[config.mk]
export PLATFORM = sky130hd
export DESIGN_NAME = qfp_host
export DESIGN_NICKNAME = d
export VERILOG_FILES = /design/src/qfp_pkg.sv /design/src/qfp_bus_cycle.sv /design/src/qfp_host.sv /design/src/qfp_sync.sv
export SDC_FILE = /design/constraint.sdc
export NUM_CORES = 1
export LEC_CHECK = 0
export CORE_MARGIN = 8
export CORE_UTILIZATION = 45
export CTS_CLUSTER_DIAMETER = 60
export DETAILED_ROUTE_END_ITERATION = 8
export DONT_BUFFER_PORTS = 1
export PLACE_DENSITY = 0.6
export SYNTH_ARGS = -nofsm -noshare
export SYNTH_HDL_FRONTEND = slang
export SYNTH_SLANG_ARGS = --single-unit
[constraint.sdc]
create_clock -name clock -period 4.6 [get_ports clock]
set_clock_uncertainty 0.1 [all_clocks]
set_input_delay 0.92 -clock clock [delete_from_list [all_inputs] [get_ports clock]]
set_output_delay 0.92 -clock clock [all_outputs]
set_load 0.02 [all_outputs]
[src/qfp_pkg.sv]
// constants, register map and state types for the factory program host controller
// assumes one 250 MHz clock and a 21-bit word address, 16-bit data flash bus
package qfp_pkg;
  localparam int CLK_MHZ = 250;
  localparam int AW      = 21;
  localparam int DW      = 16;
  localparam int CW      = 8;

  // flash bus timing in ns; least times round up to whole cycles
  localparam int T_SETUP_NS   = 10;
  localparam int T_WR_PULSE_NS = 45;
  localparam int T_RD_ACC_NS  = 70;
  localparam int T_RECOVER_NS = 30;
  localparam int SYNC_CYC     = 2;
  localparam logic [CW-1:0] SETUP_CYC = CW'((T_SETUP_NS * CLK_MHZ + 999) / 1000);
  localparam logic [CW-1:0] WR_CYC    = CW'((T_WR_PULSE_NS * CLK_MHZ + 999) / 1000);
  localparam logic [CW-1:0] RD_CYC    = CW'((T_RD_ACC_NS * CLK_MHZ + 999) / 1000 + SYNC_CYC);
  localparam logic [CW-1:0] REC_CYC   = CW'((T_RECOVER_NS * CLK_MHZ + 999) / 1000);
  localparam logic [CW-1:0] CNT_ONE   = 8'h01;

  // command codes and data put on the flash bus
  localparam logic [DW-1:0] CODE_DWP     = 16'h0035;
  localparam logic [DW-1:0] CODE_QWP     = 16'h0056;
  localparam logic [DW-1:0] CODE_QEFP    = 16'h0075;
  localparam logic [DW-1:0] CODE_EFP     = 16'h0030;
  localparam logic [DW-1:0] CODE_CONFIRM = 16'h00d0;
  localparam logic [DW-1:0] EXIT_DATA    = 16'hffff;

  // device status word positions
  localparam int SR_READY = 7;
  localparam int SR_BANKW = 0;
  localparam logic [7:0] SR_ERR_MASK = 8'h3a;

  // apb register byte offsets
  localparam logic [7:0] REG_CTRL   = 8'h00;
  localparam logic [7:0] REG_START  = 8'h04;
  localparam logic [7:0] REG_EXIT   = 8'h08;
  localparam logic [7:0] REG_WORD0  = 8'h0c;
  localparam logic [7:0] REG_STATUS = 8'h1c;
  localparam int         NWORDS     = 4;
  localparam logic [5:0] WORD0_IDX  = 6'h03;

  // ctrl fields
  localparam int CTRL_OP_LSB = 0;
  localparam int CTRL_GO     = 3;
  localparam int CTRL_WAIT   = 4;
  localparam int CTRL_FLRST  = 5;

  // status fields
  localparam int ST_BUSY    = 0;
  localparam int ST_DONE    = 1;
  localparam int ST_REFUSED = 2;
  localparam int ST_ACC_ERR = 3;
  localparam int ST_DEV_ERR = 4;
  localparam int ST_QEFP    = 5;
  localparam int ST_EFP     = 6;
  localparam int ST_SR_LSB  = 8;

  typedef enum logic [2:0] {
    OP_READ       = 3'b000,
    OP_DWP        = 3'b001,
    OP_QWP        = 3'b010,
    OP_QEFP_START = 3'b011,
    OP_QEFP_PAGE  = 3'b100,
    OP_EFP_START  = 3'b101,
    OP_EFP_WORD   = 3'b110,
    OP_EXIT       = 3'b111
  } qfp_op_t;

  typedef enum logic [2:0] {
    S_IDLE    = 3'b000,
    S_SETUP   = 3'b001,
    S_CONFIRM = 3'b010,
    S_WORD    = 3'b011,
    S_CHECK   = 3'b100,
    S_POLL    = 3'b101,
    S_EXIT    = 3'b110,
    S_FINISH  = 3'b111
  } qfp_state_t;

  typedef enum logic [1:0] {
    B_IDLE  = 2'b00,
    B_SETUP = 2'b01,
    B_PULSE = 2'b10,
    B_REC   = 2'b11
  } qfp_bus_t;
endpackage

[src/qfp_bus_cycle.sv]
// one asynchronous flash bus write or read cycle per request
// assumes req is held until ack and rdata is already synchronised
`timescale 1ns/1ps
module qfp_bus_cycle (
  // clock and reset
  input  wire logic                   clock,
  input  wire logic                   arst_n,
  // request side
  input  wire logic                   req,
  input  wire logic                   we,
  input  wire logic [qfp_pkg::AW-1:0] addr,
  input  wire logic [qfp_pkg::DW-1:0] wdata,
  input  wire logic [qfp_pkg::DW-1:0] rdata,
  output logic                        ack,
  output logic                        busy,
  output logic      [qfp_pkg::DW-1:0] rd_q,
  // flash pins
  output logic      [qfp_pkg::AW-1:0] fl_addr,
  output logic      [qfp_pkg::DW-1:0] fl_dq_o,
  output logic                        fl_dq_oe,
  output logic                        fl_ce_n,
  output logic                        fl_we_n,
  output logic                        fl_oe_n
);
  qfp_pkg::qfp_bus_t        ph_q;
  logic [qfp_pkg::CW-1:0]   cnt_q;
  logic                     we_q;

  assign busy = (ph_q != qfp_pkg::B_IDLE);

  always_ff @(posedge clock or negedge arst_n) begin
    if (!arst_n) begin
      ph_q     <= qfp_pkg::B_IDLE;
      cnt_q    <= '0;
      we_q     <= 1'b0;
      ack      <= 1'b0;
      rd_q     <= '0;
      fl_addr  <= '0;
      fl_dq_o  <= '0;
      fl_dq_oe <= 1'b0;
      fl_ce_n  <= 1'b1;
      fl_we_n  <= 1'b1;
      fl_oe_n  <= 1'b1;
    end else begin
      ack <= 1'b0;
      if (cnt_q != '0) cnt_q <= cnt_q - qfp_pkg::CNT_ONE;
      unique case (ph_q)
        qfp_pkg::B_IDLE: begin
          // ack still high means the requester has not yet dropped req
          if (req && !ack) begin
            fl_addr  <= addr;
            fl_dq_o  <= wdata;
            fl_dq_oe <= we;
            we_q     <= we;
            fl_ce_n  <= 1'b0;
            cnt_q    <= qfp_pkg::SETUP_CYC - qfp_pkg::CNT_ONE;
            ph_q     <= qfp_pkg::B_SETUP;
          end
        end
        qfp_pkg::B_SETUP: begin
          if (cnt_q == '0) begin
            fl_we_n <= ~we_q;
            fl_oe_n <= we_q;
            cnt_q   <= (we_q ? qfp_pkg::WR_CYC : qfp_pkg::RD_CYC) - qfp_pkg::CNT_ONE;
            ph_q    <= qfp_pkg::B_PULSE;
          end
        end
        qfp_pkg::B_PULSE: begin
          if (cnt_q == '0) begin
            if (!we_q) rd_q <= rdata;
            fl_we_n <= 1'b1;
            fl_oe_n <= 1'b1;
            fl_ce_n <= 1'b1;
            cnt_q   <= qfp_pkg::REC_CYC - qfp_pkg::CNT_ONE;
            ph_q    <= qfp_pkg::B_REC;
          end
        end
        qfp_pkg::B_REC: begin
          // data held past the strobe for hold time, then released
          if (cnt_q == '0) begin
            fl_dq_oe <= 1'b0;
            ack      <= 1'b1;
            ph_q     <= qfp_pkg::B_IDLE;
          end
        end
      endcase
    end
  end
endmodule // qfp_bus_cycle

[src/qfp_host.sv]
// host controller that runs the flash factory program sequences over its bus pins
// assumes software drives it over apb; the flash answers status on plain reads
//
// Local design decisions: the register offsets and the APB register port.
`timescale 1ns/1ps
// Behaviour
// - quad pages use four words, low bits only
// - quad session opens with one 75h write
// - never send read-status code inside session
// - four page writes go out without break; the code puts a status read after the first word of the first page after 75h
// - first load only: check ready bit low
// - next page is one more load
// - check all status bits after termination
// - double word: 35h then pair, A0
// - quad word: 56h then four words
// - setup code written at bank address
// - d0h confirm, streams end with ffffh
// - status read between stream data writes
module qfp_host (
  // clock and reset
  input  wire logic                   clock,
  input  wire logic                   arst_n,
  // apb slave
  input  wire logic                   psel,
  input  wire logic                   penable,
  input  wire logic                   pwrite,
  input  wire logic [7:0]             paddr,
  input  wire logic [31:0]            pwdata,
  output logic      [31:0]            prdata,
  output logic                        pready,
  output logic                        pslverr,
  // flash pins
  output logic      [qfp_pkg::AW-1:0] fl_addr,
  input  wire logic [qfp_pkg::DW-1:0] fl_dq_i,
  output logic      [qfp_pkg::DW-1:0] fl_dq_o,
  output logic                        fl_dq_oe,
  output logic                        fl_ce_n,
  output logic                        fl_we_n,
  output logic                        fl_oe_n,
  output logic                        fl_rst_n
);
  qfp_pkg::qfp_state_t           state_q;
  qfp_pkg::qfp_op_t              op_q;
  logic                          wait_q;
  logic                          flrst_q;
  logic [qfp_pkg::AW-1:0]        start_q;
  logic [qfp_pkg::AW-1:0]        exit_q;
  logic [qfp_pkg::DW-1:0]        word_q [qfp_pkg::NWORDS];
  logic [1:0]                    idx_q;
  logic                          first_q;
  logic                          qefp_q;
  logic                          efp_q;
  logic                          done_q;
  logic                          refused_q;
  logic                          acc_err_q;
  logic                          dev_err_q;
  logic [7:0]                    sr_q;

  logic                          bus_req;
  logic                          bus_we;
  logic [qfp_pkg::AW-1:0]        bus_addr;
  logic [qfp_pkg::DW-1:0]        bus_wdata;
  logic                          bus_ack;
  logic                          bus_busy;
  logic [qfp_pkg::DW-1:0]        bus_rd;
  logic [qfp_pkg::DW-1:0]        dq_sync;

  logic                          wr_en;
  logic                          rd_setup;
  logic                          mapped;
  logic                          go;
  logic                          allowed;
  logic [1:0]                    last_idx;
  logic [qfp_pkg::AW-1:0]        word_addr;
  logic                          poll_done;
  logic [31:0]                   status_word;
  logic [31:0]                   rd_mux;

  // ---------------------------------------------------------------- apb slave
  assign pready   = 1'b1;
  assign wr_en    = psel && penable && pwrite;
  assign rd_setup = psel && !penable && !pwrite;
  always_comb begin
    mapped = (paddr == qfp_pkg::REG_CTRL) || (paddr == qfp_pkg::REG_START) ||
             (paddr == qfp_pkg::REG_EXIT) || (paddr == qfp_pkg::REG_STATUS) ||
             (paddr[1:0] == 2'b00 && paddr[7:2] >= qfp_pkg::WORD0_IDX &&
              paddr[7:2] < qfp_pkg::WORD0_IDX + 6'(qfp_pkg::NWORDS));
  end
  assign pslverr = psel && penable && !mapped;

  always_comb begin
    status_word = '0;
    status_word[qfp_pkg::ST_BUSY]    = (state_q != qfp_pkg::S_IDLE);
    status_word[qfp_pkg::ST_DONE]    = done_q;
    status_word[qfp_pkg::ST_REFUSED] = refused_q;
    status_word[qfp_pkg::ST_ACC_ERR] = acc_err_q;
    status_word[qfp_pkg::ST_DEV_ERR] = dev_err_q;
    status_word[qfp_pkg::ST_QEFP]    = qefp_q;
    status_word[qfp_pkg::ST_EFP]     = efp_q;
    status_word[qfp_pkg::ST_SR_LSB +: 8] = sr_q;
  end

  always_comb begin
    rd_mux = '0;
    if (paddr == qfp_pkg::REG_CTRL) begin
      rd_mux[qfp_pkg::CTRL_OP_LSB +: 3] = op_q;
      rd_mux[qfp_pkg::CTRL_WAIT]        = wait_q;
      rd_mux[qfp_pkg::CTRL_FLRST]       = flrst_q;
    end else if (paddr == qfp_pkg::REG_START) begin
      rd_mux[qfp_pkg::AW-1:0] = start_q;
    end else if (paddr == qfp_pkg::REG_EXIT) begin
      rd_mux[qfp_pkg::AW-1:0] = exit_q;
    end else if (paddr == qfp_pkg::REG_STATUS) begin
      rd_mux = status_word;
    end else if (mapped) begin
      rd_mux[qfp_pkg::DW-1:0] = word_q[2'(paddr[7:2] - qfp_pkg::WORD0_IDX)];
    end
  end

  always_ff @(posedge clock or negedge arst_n) begin
    if (!arst_n) prdata <= '0;
    else if (rd_setup) prdata <= rd_mux;
  end

  always_ff @(posedge clock or negedge arst_n) begin
    if (!arst_n) begin
      start_q <= '0;
      exit_q  <= '0;
    end else if (wr_en) begin
      if (paddr == qfp_pkg::REG_START) start_q <= pwdata[qfp_pkg::AW-1:0];
      if (paddr == qfp_pkg::REG_EXIT)  exit_q  <= pwdata[qfp_pkg::AW-1:0];
    end
  end

  genvar w;
  generate
    for (w = 0; w < qfp_pkg::NWORDS; w++) begin : g_word
      always_ff @(posedge clock or negedge arst_n) begin
        if (!arst_n) word_q[w] <= '0;
        else if (wr_en && paddr == qfp_pkg::REG_WORD0 + 8'(4 * w))
          word_q[w] <= pwdata[qfp_pkg::DW-1:0];
      end
    end
  endgenerate

  // ---------------------------------------------------------------- command start
  assign go = wr_en && (paddr == qfp_pkg::REG_CTRL) && pwdata[qfp_pkg::CTRL_GO];

  // inside a session only its own loads, the exit and plain status reads go out
  always_comb begin
    if (qefp_q)
      allowed = (qfp_pkg::qfp_op_t'(pwdata[2:0]) inside
                 {qfp_pkg::OP_QEFP_PAGE, qfp_pkg::OP_EXIT, qfp_pkg::OP_READ});
    else if (efp_q)
      allowed = (qfp_pkg::qfp_op_t'(pwdata[2:0]) inside
                 {qfp_pkg::OP_EFP_WORD, qfp_pkg::OP_EXIT, qfp_pkg::OP_READ});
    else
      allowed = !(qfp_pkg::qfp_op_t'(pwdata[2:0]) inside
                  {qfp_pkg::OP_QEFP_PAGE, qfp_pkg::OP_EFP_WORD, qfp_pkg::OP_EXIT});
  end

  always_ff @(posedge clock or negedge arst_n) begin
    if (!arst_n) flrst_q <= 1'b0;
    else if (wr_en && paddr == qfp_pkg::REG_CTRL) flrst_q <= pwdata[qfp_pkg::CTRL_FLRST];
  end

  always_ff @(posedge clock or negedge arst_n) begin
    if (!arst_n) fl_rst_n <= 1'b0;
    else         fl_rst_n <= ~flrst_q;
  end

  // ---------------------------------------------------------------- bus request
  always_comb begin
    unique case (op_q)
      qfp_pkg::OP_DWP:      last_idx = 2'b01;
      qfp_pkg::OP_EFP_WORD: last_idx = 2'b00;
      default:              last_idx = 2'b11;
    endcase
  end

  always_comb begin
    word_addr = start_q;
    if (idx_q != 2'b00 && op_q == qfp_pkg::OP_DWP)
      word_addr = {start_q[qfp_pkg::AW-1:1], idx_q[0]};
    else if (idx_q != 2'b00)
      word_addr = {start_q[qfp_pkg::AW-1:2], idx_q};
  end

  always_comb begin
    bus_req   = 1'b0;
    bus_we    = 1'b1;
    bus_addr  = start_q;
    bus_wdata = '0;
    unique case (state_q)
      qfp_pkg::S_SETUP: begin
        bus_req = 1'b1;
        unique case (op_q)
          qfp_pkg::OP_DWP:       bus_wdata = qfp_pkg::CODE_DWP;
          qfp_pkg::OP_QWP:       bus_wdata = qfp_pkg::CODE_QWP;
          qfp_pkg::OP_EFP_START: bus_wdata = qfp_pkg::CODE_EFP;
          default:               bus_wdata = qfp_pkg::CODE_QEFP;
        endcase
      end
      qfp_pkg::S_CONFIRM: begin
        bus_req   = 1'b1;
        bus_wdata = qfp_pkg::CODE_CONFIRM;
      end
      qfp_pkg::S_WORD: begin
        bus_req   = 1'b1;
        bus_addr  = word_addr;
        bus_wdata = word_q[idx_q];
      end
      // plain reads only: the device already answers with status
      qfp_pkg::S_CHECK, qfp_pkg::S_POLL: begin
        bus_req = 1'b1;
        bus_we  = 1'b0;
      end
      qfp_pkg::S_EXIT: begin
        bus_req   = 1'b1;
        bus_addr  = exit_q;
        bus_wdata = qfp_pkg::EXIT_DATA;
      end
      default: bus_req = 1'b0;
    endcase
  end

  // page and word loads wait on bank-write low, plain reads end at once, everything else on ready high
  always_comb begin
    unique case (op_q)
      qfp_pkg::OP_READ: poll_done = 1'b1;
      qfp_pkg::OP_QEFP_START, qfp_pkg::OP_QEFP_PAGE, qfp_pkg::OP_EFP_WORD:
        poll_done = !bus_rd[qfp_pkg::SR_BANKW];
      default: poll_done = bus_rd[qfp_pkg::SR_READY];
    endcase
  end

  // ---------------------------------------------------------------- sequencer
  always_ff @(posedge clock or negedge arst_n) begin
    if (!arst_n) begin
      state_q <= qfp_pkg::S_IDLE;
      op_q    <= qfp_pkg::OP_READ;
      wait_q  <= 1'b0;
      idx_q   <= 2'b00;
      first_q <= 1'b0;
    end else if (flrst_q) begin
      state_q <= qfp_pkg::S_IDLE;
      first_q <= 1'b0;
    end else begin
      unique case (state_q)
        qfp_pkg::S_IDLE: begin
          if (go && allowed && !bus_busy) begin
            op_q    <= qfp_pkg::qfp_op_t'(pwdata[qfp_pkg::CTRL_OP_LSB +: 3]);
            wait_q  <= pwdata[qfp_pkg::CTRL_WAIT];
            idx_q   <= 2'b00;
            first_q <= (pwdata[2:0] == qfp_pkg::OP_QEFP_START);
            unique case (qfp_pkg::qfp_op_t'(pwdata[2:0]))
              qfp_pkg::OP_READ:      state_q <= qfp_pkg::S_POLL;
              qfp_pkg::OP_QEFP_PAGE,
              qfp_pkg::OP_EFP_WORD:  state_q <= qfp_pkg::S_WORD;
              qfp_pkg::OP_EXIT:      state_q <= qfp_pkg::S_EXIT;
              default:               state_q <= qfp_pkg::S_SETUP;
            endcase
          end
        end
        qfp_pkg::S_SETUP: if (bus_ack) begin
          state_q <= (op_q == qfp_pkg::OP_EFP_START) ? qfp_pkg::S_CONFIRM : qfp_pkg::S_WORD;
        end
        qfp_pkg::S_CONFIRM: if (bus_ack) state_q <= qfp_pkg::S_FINISH;
        qfp_pkg::S_WORD: if (bus_ack) begin
          if (first_q) state_q <= qfp_pkg::S_CHECK;
          else if (idx_q == last_idx) state_q <= qfp_pkg::S_POLL;
          else idx_q <= idx_q + 2'b01;
        end
        qfp_pkg::S_CHECK: if (bus_ack) begin
          first_q <= 1'b0;
          idx_q   <= idx_q + 2'b01;
          state_q <= qfp_pkg::S_WORD;
        end
        qfp_pkg::S_POLL: if (bus_ack && poll_done) state_q <= qfp_pkg::S_FINISH;
        qfp_pkg::S_EXIT: if (bus_ack) begin
          state_q <= wait_q ? qfp_pkg::S_POLL : qfp_pkg::S_FINISH;
        end
        qfp_pkg::S_FINISH: state_q <= qfp_pkg::S_IDLE;
      endcase
    end
  end

  // session flags close on exit (the efp flag only when wait is set), or on a device reset
  always_ff @(posedge clock or negedge arst_n) begin
    if (!arst_n) begin
      qefp_q <= 1'b0;
      efp_q  <= 1'b0;
    end else if (flrst_q) begin
      qefp_q <= 1'b0;
      efp_q  <= 1'b0;
    end else if (state_q == qfp_pkg::S_FINISH) begin
      if (op_q == qfp_pkg::OP_QEFP_START) qefp_q <= 1'b1;
      if (op_q == qfp_pkg::OP_EFP_START)  efp_q  <= 1'b1;
      if (op_q == qfp_pkg::OP_EXIT) begin
        qefp_q <= 1'b0;
        if (wait_q) efp_q <= 1'b0;
      end
    end
  end

  // result flags: cleared by a new accepted command, refused set by a rejected go, the rest set by the sequence
  always_ff @(posedge clock or negedge arst_n) begin
    if (!arst_n) begin
      done_q    <= 1'b0;
      refused_q <= 1'b0;
      acc_err_q <= 1'b0;
      dev_err_q <= 1'b0;
      sr_q      <= '0;
    end else begin
      if (go && state_q == qfp_pkg::S_IDLE && allowed && !bus_busy && !flrst_q) begin
        done_q    <= 1'b0;
        refused_q <= 1'b0;
        acc_err_q <= 1'b0;
        dev_err_q <= 1'b0;
      end else if (go) begin
        refused_q <= 1'b1;
      end
      if (state_q == qfp_pkg::S_FINISH) done_q <= 1'b1;
      if ((state_q == qfp_pkg::S_CHECK || state_q == qfp_pkg::S_POLL) && bus_ack)
        sr_q <= bus_rd[7:0];
      if (state_q == qfp_pkg::S_CHECK && bus_ack && bus_rd[qfp_pkg::SR_READY])
        acc_err_q <= 1'b1;
      if (state_q == qfp_pkg::S_POLL && bus_ack && bus_rd[qfp_pkg::SR_READY] &&
          (bus_rd[7:0] & qfp_pkg::SR_ERR_MASK) != 8'h00)
        dev_err_q <= 1'b1;
    end
  end

  // ---------------------------------------------------------------- pins
  qfp_sync u_sync (
    .clock  (clock),
    .arst_n (arst_n),
    .din    (fl_dq_i),
    .dout   (dq_sync)
  );

  qfp_bus_cycle u_bus (
    .clock    (clock),
    .arst_n   (arst_n),
    .req      (bus_req),
    .we       (bus_we),
    .addr     (bus_addr),
    .wdata    (bus_wdata),
    .rdata    (dq_sync),
    .ack      (bus_ack),
    .busy     (bus_busy),
    .rd_q     (bus_rd),
    .fl_addr  (fl_addr),
    .fl_dq_o  (fl_dq_o),
    .fl_dq_oe (fl_dq_oe),
    .fl_ce_n  (fl_ce_n),
    .fl_we_n  (fl_we_n),
    .fl_oe_n  (fl_oe_n)
  );
endmodule // qfp_host

[src/qfp_sync.sv]
// two-flop synchroniser for the flash data pins
// assumes the pins change with no relation to clock
`timescale 1ns/1ps
module qfp_sync (
  // clock and reset
  input  wire logic                  clock,
  input  wire logic                  arst_n,
  // pins in, synchronised out
  input  wire logic [qfp_pkg::DW-1:0] din,
  output logic      [qfp_pkg::DW-1:0] dout
);
  logic [qfp_pkg::DW-1:0] meta_q;

  genvar b;
  generate
    for (b = 0; b < qfp_pkg::DW; b++) begin : g_bit
      always_ff @(posedge clock or negedge arst_n) begin
        if (!arst_n) begin
          meta_q[b] <= 1'b0;
          dout[b]   <= 1'b0;
        end else begin
          meta_q[b] <= din[b];
          dout[b]   <= meta_q[b];
        end
      end
    end
  endgenerate
endmodule // qfp_sync
After elaboration in Yosys (flattened, before gate mapping)
Cells that the tools add are included.
{"block": "op_classes", "add_sub_neg": 4, "magnitude_cmp": 4, "n_eq_ne": 46, "n_mux": 87, "bitwise_logic": 4, "n_reduce_logical": 84}
{"operator": "2-to-1 mux 16 bit", "count": 6}
{"operator": "binary-select mux 16 bit (select 2 bit)", "count": 2}
{"operator": "case mux 16 bit (4 select lines)", "count": 1}
{"operator": "2-to-1 mux 21 bit", "count": 2}
{"operator": "case mux 21 bit (2 select lines)", "count": 1}
{"operator": "== test 3 bit (second input constant)", "count": 11}
{"operator": "2-to-1 mux 3 bit", "count": 11}
{"operator": "== test 8 x 5 -> 1 bit (second input constant)", "count": 4}
{"operator": "2-to-1 mux 1 bit", "count": 32}
{"operator": "2-to-1 mux 8 bit", "count": 4}
{"operator": "logical AND 1 bit", "count": 28}
{"operator": "2-to-1 mux 2 bit", "count": 13}
{"operator": "case mux 3 bit (8 select lines)", "count": 1}
{"operator": "case mux 8 bit (3 select lines)", "count": 1}
{"operator": "case mux 7 bit (3 select lines)", "count": 1}
{"operator": "nonzero test 3 bit", "count": 7}
{"operator": "nonzero test 2 bit", "count": 10}
{"operator": "AND reduction 3 bit", "count": 6}
{"operator": "== test 8 x 4 -> 1 bit (second input constant)", "count": 2}
{"operator": "logical NOT 8 bit", "count": 2}
{"operator": "nonzero test 8 bit", "count": 2}
{"operator": "subtractor 8 x 1 -> 8 bit (second input constant)", "count": 2}
{"operator": "== test 3 x 2 -> 1 bit (second input constant)", "count": 5}
{"operator": "2-to-1 mux 15 bit", "count": 1}
{"operator": "34 further kinds", "count": 74}
{"block": "totals", "ff_bits": 241, "inputBits": 61}

Longest topological paths before layout
Gate-level depths: netlist (run 1).
{"block": "logic_depth", "depth_word": 10, "depth_mapped": 11}

By module
From an unflattened synthesis (run 1), not the netlist that was laid out.
{"block": "hier_totals", "hier_cells": 981, "hier_area_um2": 12021.5}
{"module": "qfp_host", "instances": 1, "cells_per_inst": 739, "area_per_inst_um2": 8280.4, "seq_area_each_um2": 3828.7}
{"module": "qfp_bus_cycle", "instances": 1, "cells_per_inst": 210, "area_per_inst_um2": 2940.3, "seq_area_each_um2": 1730.4}
{"module": "qfp_sync", "instances": 1, "cells_per_inst": 32, "area_per_inst_um2": 800.8, "seq_area_each_um2": 800.8}

Least setup slack after synthesis (run 1)
No wires, ideal clock.
{"block": "synth_timing", "path_type": "input to output", "start": "input port paddr[2]", "end": "output port pslverr", "arrival_time_ns": 2.834, "required_time_ns": 3.580, "setup_slack_ns": 0.746, "stages": 9, "path_buffers": 4, "cell_sequence": "clkbuf_1 > buf_2 > inv_1 > ha_1 > clkbuf_1 > clkbuf_1 > nor3_1 > o211ai_1 > nor2_1"}
{"block": "synth_between", "elab_chain_cells": 7, "elab_cells_between_ends": 14}
{"item": "start: declaration", "line": "qfp_host.sv:27", "rtl": "input wire logic [7:0] paddr,"}
{"item": "branches (longest 4 deep; another with >= comparator 6 x 2 -> 1 bit)"}
{"item": "logical OR 1 bit (*)", "line": "qfp_host.sv:85", "rtl": "(paddr == qfp_pkg::REG_EXIT) || (paddr == qfp_pkg::REG_STATUS) ||"}
{"item": "logical NOT 1 bit (*)", "line": "qfp_host.sv:89", "rtl": "assign pslverr = psel && penable && !mapped;"}
{"item": "logical AND 1 bit (*)", "line": "qfp_host.sv:89"}
{"item": "end: declaration", "line": "qfp_host.sv:31", "rtl": "output logic pslverr,"}
Mark *: on every way between the ends.

Worst setup path in the final report (run 1)
{"block": "layout_timing", "start": "input port paddr[3]", "end": "output port pslverr"}
The elaborated chain is that of the path after synthesis.

==> flow_metrics.env, run 1 <==
export IMPL_drt_iter0_markers=572
export IMPL_synthArstFlopShare_pct=100
export IMPL_cts_tree="built"
export IMPL_area_delta_synth_final_pct=10.4
export IMPL_critPathLaunchType="primary input"
export IMPL_max_cap_violations=0
export IMPL_num_antenna_cells=0
export IMPL_power_internal_w=0.00364
export IMPL_fp_dieH_microns=173
export IMPL_io_pins=137
export IMPL_drt_wl_total_microns=29000
export IMPL_setup_tns_ns=0
export IMPL_synth_edff_count=0
export IMPL_slew_headroom_pct=30.1
export IMPL_rsz0062_at_grt="no"
export IMPL_gp_congestion=0.836
export IMPL_fin_crit_ns=3.53
export IMPL_synth_seq_area_share_pct=52.0
export IMPL_grt_pass1_vias=7407
export IMPL_fmax_ghz=0.283
export IMPL_synthTopCellsByArea="dfrtp_1, mux2_2, mux4_2"
export IMPL_status="finished, violations left"
export IMPL_antenna_left=0
export IMPL_syn_area_sq_um=11100
export IMPL_seq_area_sq_um=5760
export IMPL_vias=7470
export IMPL_grt_pass1_wl_microns=45500
export IMPL_finalNetCount=991
export IMPL_grt_max_degree=231
export IMPL_cts_sinks=230
export IMPL_fp_coreArea_sq_um=24200
export IMPL_p_sw_w=0.00117
export IMPL_via_per_inst=5.92
export IMPL_r2r_end="u_bus.cnt_q[2]$_DFF_PN0_"
export IMPL_clock_root_buffer="clkbuf_16"
export IMPL_gr_usage_all_layers_pct=19.1
export IMPL_whs_ns=-0.0168
export IMPL_pwr_share_clk_pct=45.2
export IMPL_end_kind="output port"
export IMPL_place_hpwl_microns=19500
export IMPL_r2r_cells=6
export IMPL_finalCritPeriodShare_pct=76.7
export IMPL_synthFlopType="dfrtp_1"
export IMPL_wl_per_cell_microns=23.0
export IMPL_drc=0
export IMPL_ir_drop_mv=0.215
export IMPL_power_frac_seq_pct=44.9
export IMPL_crit_fanout=21
export IMPL_worst_skew_pair_late_latency_ns=0.54
export IMPL_ys_ff_latch=230
export IMPL_yosysTopAreaCell="dfrtp_1"
export IMPL_critical_path_required_ns=3.58
export IMPL_die_w_microns=173
export IMPL_avgSynthCellArea_sq_um=11.8
export IMPL_n_fill_cell=2132
export IMPL_clkTransAtPathRegs_ns=0.06
export IMPL_finalSetupViolCount=0
export IMPL_cts_buffers=26
export IMPL_yosys_area_top_type_share_pct=51.3
export IMPL_die_area_sq_um=29900
export IMPL_hold_viol_final=4
export IMPL_r2r_start="state_q[2]$_DFFE_PN0P_"
export IMPL_crit_end="pslverr"
export IMPL_worstHoldPathType="in2async"
export IMPL_synth_cell_type_count=63
export IMPL_combPwrFrac_pct=9.9
export IMPL_post_route_cells_drive_above_1_share_pct=24.4
export IMPL_p_per_area_nw_per_um2=393
export IMPL_r2r_slack_ns=1.61
export IMPL_leakage_nw=5.51
export IMPL_cts_buffer_depth=3
export IMPL_violations="negative hold slack"
export IMPL_crit_type="in2out"
export IMPL_tightest_slew_ns=1.04
export IMPL_yosys_warnings=0
export IMPL_htree_levels=1
export IMPL_place_inst=1214
export IMPL_synthCells=938
export IMPL_startpoint="paddr[3]"
export IMPL_fin_cells=1261
export IMPL_port_buffers=0
export IMPL_grt_remaining_overflow=0
export IMPL_slew_viol_final=0
export IMPL_multi_input_area_sq_um=4940
export IMPL_firstDrtPassIters=6
export IMPL_start_util_pct=45.7
export IMPL_grt_antenna_before_repair=1
export IMPL_swShare_pct=24.4
export IMPL_rows=57
export IMPL_critPathArrivalTime_ns=2.51
critical path: stages:
cell and delay, ns:
inv_1 0.03, ha_1 0.51, or2_2 0.46, and3_1 0.21
nor2_1 0.37
layer usage:
metal / share of wire (%) / vias to the layer above / GRT usage, %
met5: 0.045 / - / 0
met2: 43 / 252 / 28.1
met3: 9.9 / 50 / 7.17
li1: - / 3379 / -
met1: 45 / 3787 / 26.0
met4: 2.3 / 2 / 5.21
worst min-delay path by stage:
stage,depth (start not counted),end,slack (ns),from
2_1_floorplan,0,u_sync.dout[0]$_DFF_PN0_,0.23,u_sync.meta_q[0]$_DFF_PN0_
3_3_place_gp,0,u_sync.dout[0]$_DFF_PN0_,0.24,u_sync.meta_q[0]$_DFF_PN0_
3_5_place_dp,0,u_sync.dout[7]$_DFF_PN0_,0.24,u_sync.meta_q[7]$_DFF_PN0_
4_1_cts,0,word_q[8]$_DFFE_PN0P_,-0.03,arst_n
5_1_grt,0,u_bus.cnt_q[2]$_DFF_PN0_,-0.05,arst_n
6_report,0,u_bus.cnt_q[0]$_DFF_PN0_,-0.02,arst_n
cell usage after synthesis (8+ instances only):
library cell and number:
mux2_2 127, nor2_1 48, ha_1 12, dfrtp_1 227, clkbuf_1 48, buf_2 8, mux2i_1 22, a221o_1 11
o21ai_0 69, a21oi_1 56, o31ai_1 11, buf_1 8, a22o_1 12, buf_4 13, mux4_2 32, nor3_1 18
inv_1 19, nand3_1 10, nand2_1 74, a22oi_1 12
flip-flops by register name, indices dropped and copies added (netlist names), 2 cells and up:
register / cells
word_q: 64
exit_q: 21
prdata: 21
start_q: 21
u_bus.fl_addr: 21
u_bus.fl_dq_o: 16
sr_q: 8
u_bus.cnt_q: 8
u_bus.rd_q: 8
u_sync.dout: 8
u_sync.meta_q: 8
op_q: 3
state_q: 3
idx_q: 2
u_bus.ph_q: 2
cell type report:
| class | count | share of cell area (%) |
|---|---|---|
| flip-flops and latches | 230 | 47.1 |
| clock buffers | 40 | 6.16 |
| repair buffers | 19 | 1.17 |
| well taps | 324 | 3.32 |
| clock inverters | 7 | 1.23 |
| inverters | 20 | 0.614 |
| multi-input cells | 621 | 40.4 |
cells by family after synthesis:
family,after synthesis,synth area share (%)
AOI/OAI and AO/OA,219,12.5
muxes,187,22.2
DFF,230,52.0
and+or+nand+nor,187,7.82
adders and majority gates,12,1.36
other,2,0.0678
buffers and inverters,97,3.82
xor gates and xnor gates,4,0.316
power by group through the flow:
| stage | combinational (W) | sequential (W) | clock [W] |
|---|---|---|---|
| after floorplan | 0.000388 | 0.00218 | 0 |
| after global routing | 0.000543 | 0.00217 | 0.00231 |
| after detailed placement | 0.000471 | 0.00219 | 0 |
| final | 0.000477 | 0.00216 | 0.00217 |
| after global placement | 0.000463 | 0.00219 | 0 |
| after CTS | 0.000473 | 0.00216 | 0.00223 |
layout by cell type, fill, tap and decap left out, types with 10 or more instances in the layout:
cell type	instances
a21oi_1	56
a221o_1	11
a22o_1	12
a22oi_1	12
buf_4	19
clkbuf_16	26
conb_1	12
dfrtp_1	227
ha_1	12
inv_1	19
mux2_2	127
mux2i_1	22
mux4_2	32
nand2_1	74
nand3_1	10
nor2_1	47
nor3_1	17
o21ai_0	69
o31ai_1	11
timing repair:
item                      in CTS  in global routing
buffers inserted               0                  0
resized for setup              0                  0
hold endpoints to repair     227                191
per-stage QoR:
| stage | cell area, sq um | utilization, % | hold slack (ns) | setup WS [ns] | total power [W] |
|---|---|---|---|---|---|
| 2_1_floorplan | 11100 | - | 0.231 | 0.746 | 0.00257 |
| 3_3_place_gp | 11300 | 46.7 | 0.236 | 1.10 | 0.00266 |
| 3_5_place_dp | 11300 | 46.7 | 0.239 | 1.10 | 0.00267 |
| 4_1_cts | 12200 | 50.4 | -0.0340 | 1.09 | 0.00487 |
| 5_1_grt | 12200 | 50.4 | -0.0459 | 1.01 | 0.00502 |
| 6_report | 12200 | 50.4 | -0.0168 | 1.07 | 0.00481 |
No activity file was read; power rests on OpenSTA's default activity.
==> run 2: changes to the inputs <==
--- a/config.mk
+++ b/config.mk
@@ -10,7 +10,7 @@
 export CTS_CLUSTER_DIAMETER = 60
 export DETAILED_ROUTE_END_ITERATION = 8
 export DONT_BUFFER_PORTS = 1
-export PLACE_DENSITY = 0.6
+export PLACE_DENSITY = 0.62
 export SYNTH_ARGS = -nofsm -noshare
 export SYNTH_HDL_FRONTEND = slang
 export SYNTH_SLANG_ARGS = --single-unit
==> constraint.sdc (replaced) <==
create_clock -name clock -period 2.89 [get_ports clock]
set_clock_uncertainty 0.1 [all_clocks]
set_input_delay 0.578 -clock clock [delete_from_list [all_inputs] [get_ports clock]]
set_output_delay 0.578 -clock clock [all_outputs]
set_load 0.02 [all_outputs]
==> flow_metrics.env, run 2 (synthesized netlist as in run 1, its figures left out) <==
export IMPL_status="finished, violations left"
export IMPL_power_frac_seq_pct=44.7
export IMPL_critical_path_required_ns=3.20
export IMPL_r2r_cells=6
export IMPL_fmax_ghz=0.396
export IMPL_tightest_slew_ns=1.18
export IMPL_start_util_pct=45.7
export IMPL_cts_tree="built"
export IMPL_swShare_pct=24.5
export IMPL_n_fill_cell=2142
export IMPL_ctsResizeCount=0
export IMPL_pwr_share_clk_pct=44.9
export IMPL_max_cap_violations=0
export IMPL_violations="negative hold slack"
export IMPL_gr_usage_all_layers_pct=19.1
export IMPL_drt_iter0_markers=611
export IMPL_die_w_microns=173
export IMPL_place_hpwl_microns=20200
export IMPL_finalSetupViolCount=0
export IMPL_crit_top_cell="a2111oi_0"
export IMPL_place_inst=1235
export IMPL_regMostFlops="word_q"
export IMPL_cts_buffers=25
export IMPL_slew_headroom_pct=21.0
export IMPL_largest_reg_flops=64
export IMPL_gp_congestion=0.826
export IMPL_worstHoldPathType="in2async"
export IMPL_postCtsSetupBuffers=0
export IMPL_drc=0
export IMPL_vias=7498
export IMPL_rows=57
export IMPL_finalCritPeriodShare_pct=87.5
export IMPL_ir_drop_mv=0.415
export IMPL_grt_pass1_wl_microns=45800
export IMPL_p_sw_w=0.00188
export IMPL_worst_skew_pair_late_latency_ns=0.53
export IMPL_htree_levels=1
export IMPL_setup_tns_ns=0
export IMPL_cts_buffer_depth=3
export IMPL_power_internal_w=0.00581
export IMPL_slew_viol_final=0
export IMPL_leakage_nw=5.67
export IMPL_cp_cell_sequence="nor3b_1 > a2111oi_0 > a2111oi_0 > a21oi_1 > o21ai_2 > mux2_1"
export IMPL_cts_sinks=230
export IMPL_post_route_cells_drive_above_1_share_pct=26.6
export IMPL_grt_pass1_vias=7665
export IMPL_wl_per_cell_microns=22.4
export IMPL_num_antenna_cells=0
export IMPL_fp_dieH_microns=173
export IMPL_grt_remaining_overflow=0
export IMPL_fin_crit_ns=2.53
export IMPL_finalNetCount=1019
export IMPL_drt_wl_total_microns=28900
export IMPL_cp_slowest_cell="a2111oi_0"
export IMPL_port_buffers=0
export IMPL_whs_ns=-0.359
export IMPL_critPathArrivalTime_ns=2.84
export IMPL_slowest_delay_ns=0.61
export IMPL_area_delta_synth_final_pct=12.9
export IMPL_end_kind="flop"
export IMPL_crit_type="reg2reg"
export IMPL_antenna_left=0
export IMPL_io_pins=137
export IMPL_clkTransAtPathRegs_ns=0.06
export IMPL_crit_fanout=11
export IMPL_grt_antenna_before_repair=0
export IMPL_p_per_area_nw_per_um2=615
export IMPL_firstDrtPassIters=5
export IMPL_combPwrFrac_pct=10.4
export IMPL_hold_viol_final=230
export IMPL_grt_max_degree=231
export IMPL_final_common_cell="dfrtp_1"
export IMPL_via_per_inst=5.82
export IMPL_clock_root_buffer="clkbuf_16"
export IMPL_holdBufCountCts=8
export IMPL_final_cell_mix="dfrtp_1, mux2_2, nand2_1"
export IMPL_finalPower_w=0.00770
export IMPL_rsz0062_at_grt="no"
export IMPL_fp_coreArea_sq_um=24200
export IMPL_die_area_sq_um=29900
export IMPL_fin_cells=1288
export IMPL_critPathLaunchType="flop"
-- run 2: changes by cell type in the layout (fill, tap and decap cells not counted), moves of 2 or more --
cell,previous run,this run
buf_4,19,37
clkbuf_8,5,7
clkinv_4,0,2
clkbuf_1,9,2
dlygate4sd3_1,0,8
clkinv_2,1,4
buf_12,0,3
-- run 2: cell type report --
type	instances	area [sq um]	share of cell area, %
flip-flops and latches	230	5760	46.0
multi-input cells	621	4940	39.5
clock buffers	34	729	5.83
repair buffers	48	418	3.34
well taps	324	405	3.24
clock inverters	11	178	1.42
inverters	20	75.1	0.600
-- run 2: layer usage --
metal	vias to the layer above	GRT usage, %	share of wire [%]
met5	-	0	0
met4	0	4.10	1.3
met3	33	6.38	9.2
met2	262	29.5	45
met1	3767	25.8	44
li1	3436	-	-
-- run 2: power by group through the flow --
stage	sequential [W]	clock, W	combinational, W
2_1_floorplan	0.00347	0	0.000619
5_1_grt	0.00346	0.00366	0.000913
3_5_place_dp	0.00350	0	0.000797
3_3_place_gp	0.00349	0	0.000782
4_1_cts	0.00344	0.00353	0.000807
6_report	0.00344	0.00345	0.000804
-- run 2: through the flow --
stage | hold slack, ns | setup slack, ns | instance area [sq um] | util [%]
2_1_floorplan | 0.182 | 0.00456 | 11100 | -
3_3_place_gp | 0.189 | 0.125 | 11500 | 47.5
3_5_place_dp | 0.191 | 0.0958 | 11500 | 47.5
4_1_cts | -0.372 | 0.379 | 12500 | 51.6
5_1_grt | -0.380 | 0.212 | 12500 | 51.6
6_report | -0.359 | 0.363 | 12500 | 51.6
-- run 2: worst paths after layout --
path / to / start / slack [ns]
min reg2reg: u_sync.dout[4]$_DFF_PN0_ / u_sync.meta_q[4]$_DFF_PN0_ / 0.25
max reg2reg: idx_q[0]$_DFFE_PN0P_ / op_q[0]$_DFFE_PN0P_ / 0.36
max in group asynchronous: start_q[0]$_DFFE_PN0P_ / arst_n / 2.53
min in group clock: flrst_q$_DFFE_PN0N_ / pwdata[5] / 0.08
max: idx_q[0]$_DFFE_PN0P_ / op_q[0]$_DFFE_PN0P_ / 0.36
min: u_bus.cnt_q[1]$_DFF_PN0_ / arst_n / -0.36
-- run 2: critical path: cells and delay by family, from the launching register on --
family	cells	cell delay [ns]
multiplexers	1	0.33
AO/OA/AOI/OAI	4	1.02
AND/OR/NAND/NOR	1	0.37
flip-flops	1	0.57
==> run 3: changes to the inputs <==
==> constraint.sdc (replaced) <==
create_clock -name clock -period 2.3 [get_ports clock]
set_clock_uncertainty 0.1 [all_clocks]
set_input_delay 0.46 -clock clock [delete_from_list [all_inputs] [get_ports clock]]
set_output_delay 0.46 -clock clock [all_outputs]
set_load 0.02 [all_outputs]
==> flow_metrics.env, run 3 (synthesized netlist as in run 1, its figures left out) <==
export IMPL_die_area_sq_um=29900
export IMPL_place_ws_ns=-0.00783
export IMPL_seq_area_sq_um=5760
export IMPL_multi_input_area_sq_um=4990
export IMPL_cts_buffer_depth=3
export IMPL_gr_usage_all_layers_pct=19.4
export IMPL_grt_pass1_wl_microns=46500
export IMPL_whs_ns=-0.477
export IMPL_regMostFlops="word_q"
export IMPL_fp_coreArea_sq_um=24200
export IMPL_post_route_cells_drive_above_1_share_pct=29.2
export IMPL_rsz0062_at_grt="yes"
export IMPL_htree_levels=1
export IMPL_r2r_cells=7
export IMPL_cts_buffers=29
export IMPL_combPwrFrac_pct=11.9
export IMPL_largest_reg_flops=64
export IMPL_stdcell_area_sq_um=13100
export IMPL_rows=57
export IMPL_finalSetupViolCount=0
export IMPL_end_kind="flop"
export IMPL_start_util_pct=45.7
export IMPL_critPathArrivalTime_ns=2.54
export IMPL_r2r_start="u_bus.ph_q[0]$_DFFE_PN0P_"
export IMPL_critPathLaunchType="flop"
export IMPL_die_w_microns=173
export IMPL_port_buffers=0
export IMPL_p_per_area_nw_per_um2=765
export IMPL_grt_antenna_before_repair=1
export IMPL_worst_skew_pair_late_latency_ns=0.54
export IMPL_setup_tns_ns=0
export IMPL_firstDrtPassIters=5
export IMPL_finalNetCount=1073
export IMPL_crit_type="reg2reg"
export IMPL_ir_drop_mv=0.696
export IMPL_io_pins=137
export IMPL_drc=0
export IMPL_layout_setup_ws_ns=0.0833
export IMPL_finalCritPeriodShare_pct=96.4
export IMPL_via_per_inst=5.76
export IMPL_gp_congestion=0.888
export IMPL_clkTransAtPathRegs_ns=0.06
export IMPL_holdBufCountCts=29
export IMPL_slew_viol_final=0
export IMPL_cts_tree="built"
export IMPL_hold_viol_final=230
export IMPL_crit_fanout=4
export IMPL_fp_dieH_microns=173
export IMPL_violations="negative hold slack"
export IMPL_worstHoldPathType="in2async"
export IMPL_p_sw_w=0.00253
export IMPL_post_route_util_pct=53.9
export IMPL_grt_max_degree=231
export IMPL_clock_root_buffer="clkbuf_16"
export IMPL_max_cap_violations=0
export IMPL_pwr_share_clk_pct=45.0
export IMPL_r2r_end="op_q[1]$_DFFE_PN0P_"
export IMPL_final_common_cell="dfrtp_1"
export IMPL_swShare_pct=25.3
export IMPL_critical_path_required_ns=2.63
export IMPL_tightest_slew_ns=0.979
export IMPL_grt_pass1_vias=7887
export IMPL_status="finished, violations left"
export IMPL_fmax_ghz=0.451
export IMPL_final_cell_mix="dfrtp_1, mux2_2, nand2_1"
export IMPL_vias=7760
export IMPL_dpl_cell_area_sq_um=11800
export IMPL_antenna_left=0
export IMPL_drt_iter0_markers=567
export IMPL_fin_crit_ns=2.22
export IMPL_leakage_nw=5.93
export IMPL_area_delta_synth_final_pct=18.0
export IMPL_place_hpwl_microns=19900
export IMPL_grt_remaining_overflow=0
export IMPL_power_internal_w=0.00747
export IMPL_n_fill_cell=2108
export IMPL_r2r_slack_ns=0.08
export IMPL_power_frac_seq_pct=43.1
export IMPL_slew_headroom_pct=34.5
export IMPL_drt_wl_total_microns=29400
export IMPL_wl_per_cell_microns=21.9
export IMPL_cts_sinks=230
==> run 3: stage by stage <==
| step | cells | power, W | hold WS (ns) |
|---|---|---|---|
| 4_1_cts | 1346 | 0.0101 | -0.486 |
| 2_1_floorplan | 948 | 0.00516 | 0.0644 |
| 3_5_place_dp | 1264 | 0.00548 | 0.0837 |
| 6_report | 1347 | 0.0100 | -0.477 |
| 5_1_grt | 1347 | 0.0104 | -0.484 |
| 3_3_place_gp | 1264 | 0.00546 | 0.0854 |
==> run 3: layout make-up <==
type                            instances  share of cell area, %
Sequential cell                       230                   44.1
Tap cell                              324                   3.10
Inverter                               20                  0.594
Multi-Input combinational cell        621                   38.2
Antenna cell                            1                 0.0191
Timing Repair Buffer                   98                   6.66
Clock buffer                           41                   6.28
Clock inverter                         12                   1.04
==> run 3: power by group through the flow <==
stage                     clock (W)  combinational, W  sequential (W)
final                       0.00450           0.00119         0.00431
after global routing        0.00476           0.00134         0.00432
after CTS                   0.00461           0.00118         0.00431
after detailed placement          0           0.00111         0.00438
after global placement            0           0.00109         0.00437
after floorplan                   0          0.000800         0.00436
==> run 3: worst max-delay path by stage <==
stage | start | to | slack, ns | cells after the start
finish | u_bus.ph_q[0]$_DFFE_PN0P_ | op_q[1]$_DFFE_PN0P_ | 0.08 | 7
CTS | u_bus.ph_q[0]$_DFFE_PN0P_ | op_q[1]$_DFFE_PN0P_ | 0.03 | 7
global route | op_q[2]$_DFFE_PN0P_ | idx_q[1]$_DFFE_PN0P_ | -0.05 | 6
floorplan | paddr[2] | idx_q[0]$_DFFE_PN0P_ | -0.23 | 11
detailed placement | paddr[4] | op_q[1]$_DFFE_PN0P_ | -0.008 | 6
global placement | paddr[4] | op_q[0]$_DFFE_PN0P_ | -0.005 | 6
==> run 3: timing repair <==
action / in CTS / in global routing
hold endpoints to repair: 350 / 230
endpoints found under the setup margin: 0 / 24
setup buffers: 0 / 0
resized for setup: 0 / 6
==> run 3: per-layer routing <==
layer  wire length [microns]  share of wire [%]  GRT usage [%]  vias to the layer above
met5                       0                  0              0                        -
met4                     746                2.5           5.35                        0
met3                    1950                6.6           4.14                       47
met2                   14100                 48           31.9                      223
met1                   12600                 43           25.5                     3934
li1                        -                  -              -                     3556
==> run 3: critical path: stages, from the launching register on <==
cell and delay [ns]:
dfrtp_1 0.37, inv_1 0.08, ha_2 0.24, nand4_1 0.15, a211o_1 0.27, or3_1 0.41, buf_4 0.19, mux2_4 0.29
